File: src/logic/i2c_port_defs.vh
// constants for the two-wire register port of the rate sensor
// What this block does
// RULE_01: answer address with six fixed upper bits
// RULE_02: lowest address bit follows select pin
// RULE_03: master clocks bus at 400 kHz max; the bench master model uses a 160 ns bit slot instead
// RULE_04: start/stop are SDA edges while SCL high
// RULE_05: bus busy from start until stop
// RULE_06: receiver holds SDA low through ninth clock
// RULE_07: device may stretch SCL; master waits
// RULE_08: master sends address, direction, then releases SDA
// RULE_09: SDA changes only while SCL low
// RULE_10: ack address, pointer, each written data byte
// RULE_11: burst write advances pointer per byte
// RULE_12: read: write pointer, repeated start, read data
// RULE_13: master acks for more, nacks then stops
// RULE_14: no limit on burst length
// RULE_15: repeated start re-evaluates address, ignore others
// RULE_16: identity register holds own bus address
// RULE_17: sensor registers read-only, latest measurement
// RULE_18: burst read advances pointer after each byte
// RULE_19: no ack on address mismatch
`ifndef I2C_PORT_DEFS_VH
`define I2C_PORT_DEFS_VH

// ----------------------------------------------------------------
// bus address and bits per byte
// ----------------------------------------------------------------
`define ADDR_UPPER6 6'h34
`define BITS_PER_BYTE 4'h8

// ----------------------------------------------------------------
// internal register map
// ----------------------------------------------------------------
`define REG_IDENTITY 8'h00
`define REG_SENS_BASE 8'h10
`define SENS_BYTES 8'h06
`define REG_RW_BASE 8'h20

// ----------------------------------------------------------------
// protocol states
// ----------------------------------------------------------------
`define ST_IDLE 3'h0
`define ST_ADDR 3'h1
`define ST_ADDR_ACK 3'h2
`define ST_PTR 3'h3
`define ST_PTR_ACK 3'h4
`define ST_WDATA 3'h5
`define ST_WDATA_ACK 3'h6
`define ST_RDATA 3'h7
`define ST_RACK 3'h0

`endif

File: src/logic/sync_2ff.v
// two flip-flop synchroniser for levels from outside the clock domain
`default_nettype none

module sync_2ff #(
  parameter WIDTH = 1
) (
  input wire clk_i,
  input wire reset_i,
  input wire [WIDTH-1:0] async_i,
  output wire [WIDTH-1:0] sync_o
);

  reg [WIDTH-1:0] meta_r;
  reg [WIDTH-1:0] sync_r;

  // idle bus lines are high, so reset to ones to avoid a false edge
  always @(posedge clk_i) begin
    if (reset_i) begin
      meta_r <= {WIDTH{1'b1}};
      sync_r <= {WIDTH{1'b1}};
    end else begin
      meta_r <= async_i;
      sync_r <= meta_r;
    end
  end

  assign sync_o = sync_r;

endmodule

`default_nettype wire

File: src/logic/i2c_slave_register_port.v
// two-wire bus target port giving register access to the rate sensor
`include "i2c_port_defs.vh"
`default_nettype none

module i2c_slave_register_port #(
  parameter NUM_RW = 16,
  parameter RW_AW = 4
) (
  input wire clk_i,
  input wire reset_i,
  input wire scl_i,
  output wire scl_o,
  output reg scl_oe_n_o,
  input wire sda_i,
  output wire sda_o,
  output reg sda_oe_n_o,
  input wire addr_lsb_select_pin_i,
  input wire [47:0] sensor_data_i,
  input wire sensor_valid_i,
  input wire stall_i,
  output reg bus_busy_o,
  output reg wr_stb_o,
  output reg [7:0] wr_addr_o,
  output reg [7:0] wr_data_o
);

  // ----------------------------------------------------------------
  // pin synchronisation and edge detection
  // ----------------------------------------------------------------
  wire [2:0] pins_s;
  wire scl_s;
  wire sda_s;
  wire sel_s;
  reg scl_d_r;
  reg sda_d_r;

  sync_2ff #(.WIDTH(3)) u_sync (
    .clk_i(clk_i),
    .reset_i(reset_i),
    .async_i({scl_i, sda_i, addr_lsb_select_pin_i}),
    .sync_o(pins_s)
  );

  assign scl_s = pins_s[2];
  assign sda_s = pins_s[1];
  assign sel_s = pins_s[0];

  // delayed copies taken after the synchroniser, never from its first stage
  always @(posedge clk_i) begin
    if (reset_i) begin
      scl_d_r <= 1'b1;
      sda_d_r <= 1'b1;
    end else begin
      scl_d_r <= scl_s;
      sda_d_r <= sda_s;
    end
  end

  wire scl_rise = scl_s & ~scl_d_r;
  wire scl_fall = ~scl_s & scl_d_r;
  // both lines share one synchroniser delay, so their order is kept
  wire start_det = scl_s & scl_d_r & ~sda_s & sda_d_r; // RULE_04
  wire stop_det = scl_s & scl_d_r & sda_s & ~sda_d_r; // RULE_04

  // own address: fixed upper bits and the select pin level
  wire [6:0] my_addr = {`ADDR_UPPER6, sel_s}; // RULE_01 RULE_02

  // open-drain lines only ever pull low
  assign sda_o = 1'b0;
  assign scl_o = 1'b0;

  // ----------------------------------------------------------------
  // register storage
  // ----------------------------------------------------------------
  reg [7:0] snap_r [0:5];
  reg [7:0] mem_r [0:NUM_RW-1];
  integer i;
  integer j;

  // latest measurement replaces the snapshot; the bus cannot write it
  always @(posedge clk_i) begin
    if (reset_i) begin
      for (i = 0; i < 6; i = i + 1) begin
        snap_r[i] <= 8'h00;
      end
    end else if (sensor_valid_i) begin
      for (i = 0; i < 6; i = i + 1) begin
        snap_r[i] <= sensor_data_i[47 - 8 * i -: 8]; // RULE_17
      end
    end
  end

  // ----------------------------------------------------------------
  // protocol state
  // ----------------------------------------------------------------
  reg [2:0] st_r;
  reg rd_phase_r;
  reg [3:0] bitcnt_r;
  reg [7:0] sh_r;
  reg rw_r;
  reg [7:0] ptr_r;
  reg drv_r;
  reg [7:0] rd_byte;
  reg rw_hit;
  reg [7:0] sens_idx;
  reg [7:0] rw_idx;

  // read mux over the pointer; unmapped addresses read as zero
  always @* begin
    sens_idx = ptr_r - `REG_SENS_BASE;
    rw_idx = ptr_r - `REG_RW_BASE;
    rw_hit = (ptr_r >= `REG_RW_BASE) && (rw_idx < NUM_RW);
    rd_byte = 8'h00;
    if (ptr_r == `REG_IDENTITY) begin
      rd_byte = {1'b0, my_addr}; // RULE_16
    end else if (sens_idx < `SENS_BYTES) begin
      rd_byte = snap_r[sens_idx[2:0]]; // RULE_17
    end else if (rw_hit) begin
      rd_byte = mem_r[rw_idx[RW_AW-1:0]];
    end
  end

  // the read ack wait shares its code with idle, told apart by a flag
  wire in_read = rd_phase_r && (st_r == `ST_RDATA);
  wire in_rack = rd_phase_r && (st_r == `ST_RACK);
  wire rx_state = !rd_phase_r &&
    ((st_r == `ST_ADDR) || (st_r == `ST_PTR) || (st_r == `ST_WDATA));
  wire byte_done = (bitcnt_r == `BITS_PER_BYTE);

  // main sequencer: bits are sampled on rising SCL, SDA moved on falling
  always @(posedge clk_i) begin
    if (reset_i) begin
      st_r <= `ST_IDLE;
      rd_phase_r <= 1'b0;
      bitcnt_r <= 4'h0;
      sh_r <= 8'h00;
      rw_r <= 1'b0;
      ptr_r <= 8'h00;
      drv_r <= 1'b0;
      bus_busy_o <= 1'b0;
      wr_stb_o <= 1'b0;
      wr_addr_o <= 8'h00;
      wr_data_o <= 8'h00;
      for (j = 0; j < NUM_RW; j = j + 1) begin
        mem_r[j] <= 8'h00;
      end
    end else begin
      wr_stb_o <= 1'b0;
      if (start_det) begin
        // fresh or repeated start: busy stays set, address is checked again
        bus_busy_o <= 1'b1; // RULE_05
        st_r <= `ST_ADDR; // RULE_15
        rd_phase_r <= 1'b0;
        bitcnt_r <= 4'h0;
        drv_r <= 1'b0;
      end else if (stop_det) begin
        bus_busy_o <= 1'b0; // RULE_05
        st_r <= `ST_IDLE;
        rd_phase_r <= 1'b0;
        drv_r <= 1'b0;
      end else if (scl_rise) begin
        if (rx_state) begin
          sh_r <= {sh_r[6:0], sda_s};
          bitcnt_r <= bitcnt_r + 4'h1;
        end else if (in_read) begin
          bitcnt_r <= bitcnt_r + 4'h1;
        end else if (in_rack && sda_s) begin
          // master left SDA high: no more bytes, wait for stop or start
          st_r <= `ST_IDLE; // RULE_13
          rd_phase_r <= 1'b0;
        end
      end else if (scl_fall) begin
        // all SDA changes happen here, while SCL is low
        if (rx_state && byte_done) begin // RULE_09
          bitcnt_r <= 4'h0;
          if (st_r == `ST_ADDR) begin
            if (sh_r[7:1] == my_addr) begin
              rw_r <= sh_r[0];
              drv_r <= 1'b1; // RULE_06
              st_r <= `ST_ADDR_ACK;
            end else begin
              st_r <= `ST_IDLE; // RULE_19 RULE_15
            end
          end else if (st_r == `ST_PTR) begin
            ptr_r <= sh_r; // RULE_12
            drv_r <= 1'b1; // RULE_10
            st_r <= `ST_PTR_ACK;
          end else begin
            // identity and sensor addresses accept the byte but keep their value
            if (rw_hit) begin
              mem_r[rw_idx[RW_AW-1:0]] <= sh_r; // RULE_11 RULE_17
            end
            wr_stb_o <= 1'b1;
            wr_addr_o <= ptr_r;
            wr_data_o <= sh_r;
            ptr_r <= ptr_r + 8'h01; // RULE_11 RULE_14
            drv_r <= 1'b1; // RULE_10
            st_r <= `ST_WDATA_ACK;
          end
        end else if (!rd_phase_r && (st_r == `ST_ADDR_ACK)) begin
          bitcnt_r <= 4'h0;
          if (rw_r) begin
            // read direction: first data bit goes out right after the ack
            sh_r <= rd_byte; // RULE_12
            drv_r <= ~rd_byte[7];
            ptr_r <= ptr_r + 8'h01; // RULE_18
            rd_phase_r <= 1'b1;
            st_r <= `ST_RDATA;
          end else begin
            drv_r <= 1'b0;
            st_r <= `ST_PTR;
          end
        end else if (!rd_phase_r &&
                     ((st_r == `ST_PTR_ACK) || (st_r == `ST_WDATA_ACK))) begin
          drv_r <= 1'b0; // RULE_06
          bitcnt_r <= 4'h0;
          st_r <= `ST_WDATA;
        end else if (in_read) begin
          if (byte_done) begin
            drv_r <= 1'b0; // release for the master's answer
            st_r <= `ST_RACK;
          end else begin
            drv_r <= ~sh_r[3'h7 - bitcnt_r[2:0]];
          end
        end else if (in_rack) begin
          // master acked: next register goes out with no length limit
          sh_r <= rd_byte; // RULE_13 RULE_14
          drv_r <= ~rd_byte[7];
          ptr_r <= ptr_r + 8'h01; // RULE_18
          bitcnt_r <= 4'h0;
          st_r <= `ST_RDATA;
        end
      end
    end
  end

  // ----------------------------------------------------------------
  // pin drivers
  // ----------------------------------------------------------------
  // stretch only inside our own transfer and begin only on a seen SCL fall:
  // the synchroniser lags the pin, so a low level alone could clip a high
  // phase the master has just started; once held, hold while stall_i stays
  always @(posedge clk_i) begin
    if (reset_i) begin
      sda_oe_n_o <= 1'b1;
      scl_oe_n_o <= 1'b1;
    end else begin
      sda_oe_n_o <= ~drv_r;
      scl_oe_n_o <= ~(stall_i && (scl_fall || !scl_oe_n_o) && (rd_phase_r ||
        ((st_r != `ST_IDLE) && (st_r != `ST_ADDR)))); // RULE_07
    end
  end

endmodule

`default_nettype wire

File: config.mk
export PLATFORM = sky130hd
export DESIGN_NAME = i2c_slave_register_port
export DESIGN_NICKNAME = d
export VERILOG_FILES = /design/src/logic/sync_2ff.v /design/src/logic/i2c_slave_register_port.v
export VERILOG_INCLUDE_DIRS = /design/src /design/src/logic
export SDC_FILE = /design/constraint.sdc
export NUM_CORES = 1
export LEC_CHECK = 0
export BUFFER_PORTS_ARGS = -buffer_cell sky130_fd_sc_hd__buf_4
export CAP_MARGIN = 10
export CORE_UTILIZATION = 28
export CTS_BUF_LIST = sky130_fd_sc_hd__clkbuf_4 sky130_fd_sc_hd__clkbuf_8
export CTS_CLUSTER_DIAMETER = 120
export DETAILED_ROUTE_END_ITERATION = 10
export GPL_TIMING_DRIVEN = 0
export SYNTH_ARGS = -nofsm -noshare
export SYNTH_HDL_FRONTEND = slang
export SYNTH_SLANG_ARGS = --single-unit
File: constraint.sdc
create_clock -name clk_i -period 3.25 [get_ports clk_i]
set_input_delay 0.4875 -clock clk_i [delete_from_list [all_inputs] [get_ports clk_i]]
set_output_delay 0.4875 -clock clk_i [all_outputs]
set_load 0.1 [all_outputs]
# Word level (Yosys, flattened, before mapping)
# Memories as Yosys holds them, arrays and structs flattened.
# Cells that the tools add are included.
# Widths: inputs -> output; s select.
# classes
add_sub_neg	5
magnitude_cmp	4
n_eq_ne	30
n_mux	92
bitwise_logic	28
reduce_logical	45
# op_table
cell	count
$mux 8	27
$mux 4	10
$mux 1	39
$mux 3	13
$reduce_and 7->1	3
$reduce_and 9->1	2
$not 1->1	15
$eq 3x3->1 const B	4
$ne 3x3->1 const B	4
$reduce_and 6->1	2
$logic_and 1x1->1	11
$reduce_bool 5->1	2
$ne 3x1->1 const B	3
$reduce_bool 3->1	3
$add 8x1->8 const B	1
$ge 8x6->1 const B	1
$logic_not 8->1	1
$lt 8x3->1 const B	1
$lt 8x5->1 const B	1
$ne 2x2->1 const B	4
$ne 4x4->1 const B	2
$reduce_bool 2->1	4
$reduce_bool 8->1	1
$reduce_or 8->1	1
29 further kinds	49
# totals
regBits	54
ramBits	176
input_bits	55
output_inout_bits	22
memories	2
# memory_table
name	depth	width	read_ports	rd_ports_with_merged_regs	wr	line	rtl
mem_r	16	8	1	0	16	i2c_slave_register_port.v:76	reg [7:0] mem_r [0:NUM_RW-1];
snap_r	6	8	1	0	6	i2c_slave_register_port.v:75	reg [7:0] snap_r [0:5];

# Longest topological paths before layout
# depth
word_depth	15
mapped_depth	10
depth_no_buf	8

# Modules after synthesis
# From an unflattened synthesis, not the netlist that was laid out.
# unflattened
cells_unflattened	892
area_unflattened_um2	11375.9
# by_module_without_submodules
module	instances	cells_each	area_each_um2	seq_area_each_um2
i2c_slave_register_port	1	880	11218.3	6246.0
sync_2ff	1	12	157.7	120.1

# Worst setup path after synthesis
# No wires, ideal clock.
# synth_timing
path_kind	register to register
startpoint	register bitcnt_r[0]
endpoint	memory mem_r[13][0], enable pin
arrival_ns	2.662
required_ns	2.866
slack_ns	0.204
path_stages_with_launch	10
period_less_slack_ns	3.046
cell_sequence	dfxtp_1 > inv_1 > ha_1 > nand4b_1 > or3_1 > clkbuf_1 > nor4_4 > nand2_1 > clkbuf_1 > o21ai_0
# synth_lines
element	line	rtl
start, declared	i2c_slave_register_port.v:98	reg [3:0] bitcnt_r;
start signal, assigned	i2c_slave_register_port.v:164	bitcnt_r <= bitcnt_r + 4'h1;
start signal, assigned	i2c_slave_register_port.v:166	bitcnt_r <= bitcnt_r + 4'h1;
end, declared	i2c_slave_register_port.v:76	

# Worst setup path after layout
# layout_timing
startpoint	register ptr_r[1]
endpoint	register sh_r[6]
# layout_between
elab_chain_cells	13
word_cells_on_any_way	20
cone_classes	add/sub: 2; order compare: 3; mux: 11; reduce/logical: 2; memory: 2
# layout_rtl
element	line	rtl
start, declared	i2c_slave_register_port.v:101	reg [7:0] ptr_r;
start signal, assigned	i2c_slave_register_port.v:185	ptr_r <= sh_r;
start signal, assigned	i2c_slave_register_port.v:196	ptr_r <= ptr_r + 8'h01;
start signal, assigned	i2c_slave_register_port.v:206	ptr_r <= ptr_r + 8'h01;
$sub 8x6->8 (no source line)	n/a	
$lt 8x5->1	i2c_slave_register_port.v:112	rw_hit = (ptr_r >= `REG_RW_BASE) && (rw_idx < NUM_RW);
$logic_and 1x1->1	i2c_slave_register_port.v:112	
$mux 8	i2c_slave_register_port.v:118	end else if (rw_hit) begin
$mux 8	i2c_slave_register_port.v:116	end else if (sens_idx < `SENS_BYTES) begin
$mux 8 *	i2c_slave_register_port.v:114	if (ptr_r == `REG_IDENTITY) begin
$mux 8	i2c_slave_register_port.v:225	end else if (in_rack) begin
$mux 8	i2c_slave_register_port.v:218	end else if (in_read) begin
$mux 8	i2c_slave_register_port.v:213	end else if (!rd_phase_r &&
$mux 8 *	i2c_slave_register_port.v:200	end else if (!rd_phase_r && (st_r == `ST_ADDR_ACK)) begin
$mux 8 *	i2c_slave_register_port.v:174	if (rx_state && byte_done) begin
$mux 8 *	i2c_slave_register_port.v:172	end else if (scl_fall) begin
$mux 8 *	i2c_slave_register_port.v:161	end else if (scl_rise) begin
end signal, assigned	i2c_slave_register_port.v:163	sh_r <= {sh_r[6:0], sda_s};
end signal, assigned	i2c_slave_register_port.v:204	sh_r <= rd_byte;
end signal, assigned	i2c_slave_register_port.v:227	sh_r <= rd_byte;
end, declared	i2c_slave_register_port.v:99	reg [7:0] sh_r;
# Mark *: on every way between the ends. The rest lies on a longest branch, timed or not. The select of a mux whose other input is x is not followed.
# A chain may end at the register's enable or synchronous reset.

==> flow_metrics.env <==
export IMPL_status="finished clean"
export IMPL_place_gp_congestion=0.914
export IMPL_synth_ff_type="edfxtp_1"
export IMPL_fmax_ghz=0.318
export IMPL_start_util_pct=28.6
export IMPL_setup_tns_ns=0
export IMPL_grt_max_degree=49
export IMPL_ys_seq_elements=230
export IMPL_cts_tree="built"
export IMPL_clockBufferDepth=3
export IMPL_grt_first_pass_wirelength_mm=50.2
export IMPL_grt_usage_pct=16.1
export IMPL_cp_max_fo=10
export IMPL_hold_viol_final=0
export IMPL_avgSynthCellArea_um2=11.8
export IMPL_drive_above_1_share_pct=23.1
export IMPL_p_comb_share_pct=5.5
export IMPL_design_core_area_um2=38800
export IMPL_diodes=0
export IMPL_wire_per_inst_um=20.4
export IMPL_grt_setup_unrepaired="no"
export IMPL_cts_hold_buf=0
export IMPL_slew_headroom_pct=19.5
export IMPL_synth_edf_count=176
export IMPL_min_period_over_period_pct=96.7
export IMPL_drt_pass1_iterations=7
export IMPL_drtAntennaViolNets=0
export IMPL_die_y_um=201
export IMPL_slowest_delay_ns=0.81
export IMPL_drc=0
export IMPL_numPortBuffers=74
export IMPL_syn_area_um2=11100
export IMPL_arrival_ns=3.56
export IMPL_drt_iter0_drc=790
export IMPL_vias=8260
export IMPL_worstSkewPairLatency_ns=0.56
export IMPL_power_density_nw_per_um2=476
export IMPL_cts_sinks=230
export IMPL_first_global_vias=8307
export IMPL_cts_inserted_buffers=41
export IMPL_clock_skew_ns=0.0160
export IMPL_finalWirelength_mm=33.0
export IMPL_nFillCells=3779
export IMPL_vdd_drop_max_mv=0.227
export IMPL_period_needed_ns=3.14
export IMPL_fp_dieW_um=201
export IMPL_switching_share_pct=23.1
export IMPL_tightest_slew_ns=1.21
export IMPL_final_nets=1136
export IMPL_ios=77
export IMPL_end_kind="register"
export IMPL_rows=72
export IMPL_ys_async_sr_fraction_pct=0
export IMPL_critPathLaunchType="register"
export IMPL_clk_pin_slew_worst_paths_ns=0.06
export IMPL_grt_overflow=0
export IMPL_drv_slew=0
export IMPL_synth_cell_types=67
export IMPL_pwr_share_clk_pct=42.7
export IMPL_p_seq_share_pct=51.8
export IMPL_criticalPathCategory="reg -> reg"
export IMPL_syn_to_final_growth_pct=20.7
export IMPL_cp_slowest_cell="clkdlybuf4s15_1"
export IMPL_leakage_nw=4.65
export IMPL_yosysWarnings=0
export IMPL_dp_hpwl_mm=23.3
export IMPL_cp_required_ns=3.67
export IMPL_finalSetupViolCount=0
export IMPL_hp_class="in -> reg"
export IMPL_syn_inst=939
export IMPL_cts_root_buf="clkbuf_8"
export IMPL_antenna_found_initial=0
export IMPL_intPower_mw=4.90
export IMPL_die_area_um2=40400
export IMPL_crit_chain="buf_2 -> clkdlybuf4s15_1 -> a211oi_1 -> nor3_1 -> o311ai_0 -> and3_1 -> o41ai_1"
export IMPL_hold_worst_slack_ns=0.118
export IMPL_htree_levels=2
export IMPL_synth_seq_area_share_pct=57.4
export IMPL_cap_violations=0
export IMPL_switchingPower_mw=1.47
export IMPL_via_per_inst=5.11
power by group through the flow:
stage               Sequential (mW)  Clock [mW]  Combinational, mW
finish                         3.30        2.72              0.351
global route                   3.31        2.88              0.378
CTS                            3.30        2.75              0.347
detailed placement             3.36           0              0.339
global placement               3.36           0              0.328
floorplan                      3.36           0              0.194
registers in the layout (all words and copies together), names as in the netlist:
name,cells
sh_r,8
u_sync.meta_r,3
sda_d_r,1
bitcnt_r,4
wr_addr_o,8
ptr_r,8
wr_stb_o,1
u_sync.sync_o,3
st_r,3
bus_busy_o,1
snap_r,48
scl_d_r,1
drv_r,1
mem_r,128
scl_oe_n_o,1
rd_phase_r,1
wr_data_o,8
rw_r,1
sda_oe_n_o,1
path summary, 6_finish.rpt:
path / startpoint / to / slack [ns] / cells past startpoint
worst min register to register: u_sync.meta_r[2]$_SDFF_PP1_ / u_sync.sync_o[2]$_SDFF_PP1_ / 0.41 / 1
worst max register to register: ptr_r[1]$_SDFFE_PP0P_ / sh_r[6]$_SDFFE_PP0P_ / 0.11 / 7
worst min-delay path: scl_i / u_sync.meta_r[2]$_SDFF_PP1_ / 0.12 / 2
worst max-delay path: ptr_r[1]$_SDFFE_PP0P_ / sh_r[6]$_SDFFE_PP0P_ / 0.11 / 7
cell families after synthesis:
family	count (synthesis)	share of synthesized area [%]
XOR/XNOR	6	0.474
AND/OR/NAND/NOR	391	18.8
buffers and inverters	102	3.77
other	1	0.0338
multiplexers	68	9.73
adder cells (fa/ha/maj)	13	1.47
AO/OA/AOI/OAI	128	8.30
flip-flops	230	57.4
layout make-up:
type	count	area (um^2)	share of cell area, %
Tap cell	518	648	4.84
Multi-Input combinational cell	608	4470	33.4
Clock buffer	64	756	5.65
Clock inverter	11	60.1	0.449
Timing Repair Buffer	87	651	4.86
Inverter	19	71.3	0.533
Buffer	81	362	2.70
Sequential cell	230	6370	47.6
per-stage QoR:
stage,instance area [um^2],instances,total power [mW],worst slack (ns),util [%]
after floorplan,11100,940,3.55,0.204,-
after global placement,12300,1532,3.69,-1.50,31.7
after detailed placement,12400,1541,3.70,-1.34,31.8
after CTS,13300,1619,6.41,-0.163,34.2
after global routing,13400,1618,6.57,0.00453,34.5
final,13400,1618,6.37,0.109,34.5
worst max-delay path: cells and delay by family, from the launching register on:
family | cells | cell delay [ns]
AO/OA/AOI/OAI | 3 | 0.80
buffers and inverters | 2 | 1.22
flip-flops | 1 | 0.54
AND/OR/NAND/NOR | 2 | 0.45
layout by cell type (no fill, tap or decap), types with 4 or more instances in the layout:
cell type    n
a2111oi_0    6
a211oi_1    11
a21o_1       6
a21oi_1     13
a221oi_1     6
a22oi_1      5
a31oi_1      4
and2_1     111
and3_1      12
buf_2       13
buf_4       90
clkbuf_1    55
clkbuf_4    23
clkbuf_8    44
clkinv_1    11
dfxtp_1     54
edfxtp_1   176
ha_1        13
inv_1       14
mux2_2       8
mux2i_1     29
mux4_2      31
nand2_1     42
nand2_2      4
nand3_1     20
nand3b_1     4
nor2_1      73
nor2b_1     16
nor3_1      73
nor4_1       5
o21ai_0     20
o21ai_4     12
o22ai_1      9
o31ai_1      5
o41ai_1      4
or2_2       10
xnor2_1      4
synth_stat cells, types with 5 or more instances:
cell / count / share of area (%)
edfxtp_1: 176 / 48
and2_1: 111 / 6.3
nor2_1: 73 / 2.5
nor3_1: 73 / 3.3
clkbuf_1: 61 / 2.1
dfxtp_1: 54 / 9.8
nand2_1: 46 / 1.6
o21ai_0: 35 / 1.6
mux4_2: 31 / 6.3
mux2i_1: 29 / 2.6
nand3_1: 20 / 0.90
nor2b_1: 16 / 0.90
inv_1: 14 / 0.47
a21oi_1: 13 / 0.59
buf_2: 13 / 0.59
ha_1: 13 / 1.5
and3_1: 12 / 0.68
a211oi_1: 11 / 0.74
or2_2: 10 / 0.56
o22ai_1: 9 / 0.51
mux2_2: 8 / 0.81
a2111oi_0: 6 / 0.47
a21o_1: 6 / 0.41
a221oi_1: 6 / 0.47
a22oi_1: 5 / 0.34
buf_1: 5 / 0.17
clkinv_1: 5 / 0.17
nor4_1: 5 / 0.28
o31ai_1: 5 / 0.34
what timing repair did:
item,in CTS,in global routing
gates resized for setup,35,25
pin swaps,2,0
gates cloned,0,0
buffers inserted,4,0
setup endpoints to repair,238,151
routing by layer:
metal,vias to the layer above,part of all wire (%),wire (um),GRT usage [%]
li1,3729,-,-,-
met2,375,46,15100,25.6
met3,86,7.9,2610,3.15
met1,4070,43,14200,21.8
met4,0,3.4,1120,5.45
met5,-,0,0,0
No activity file was read; power rests on OpenSTA's default activity.
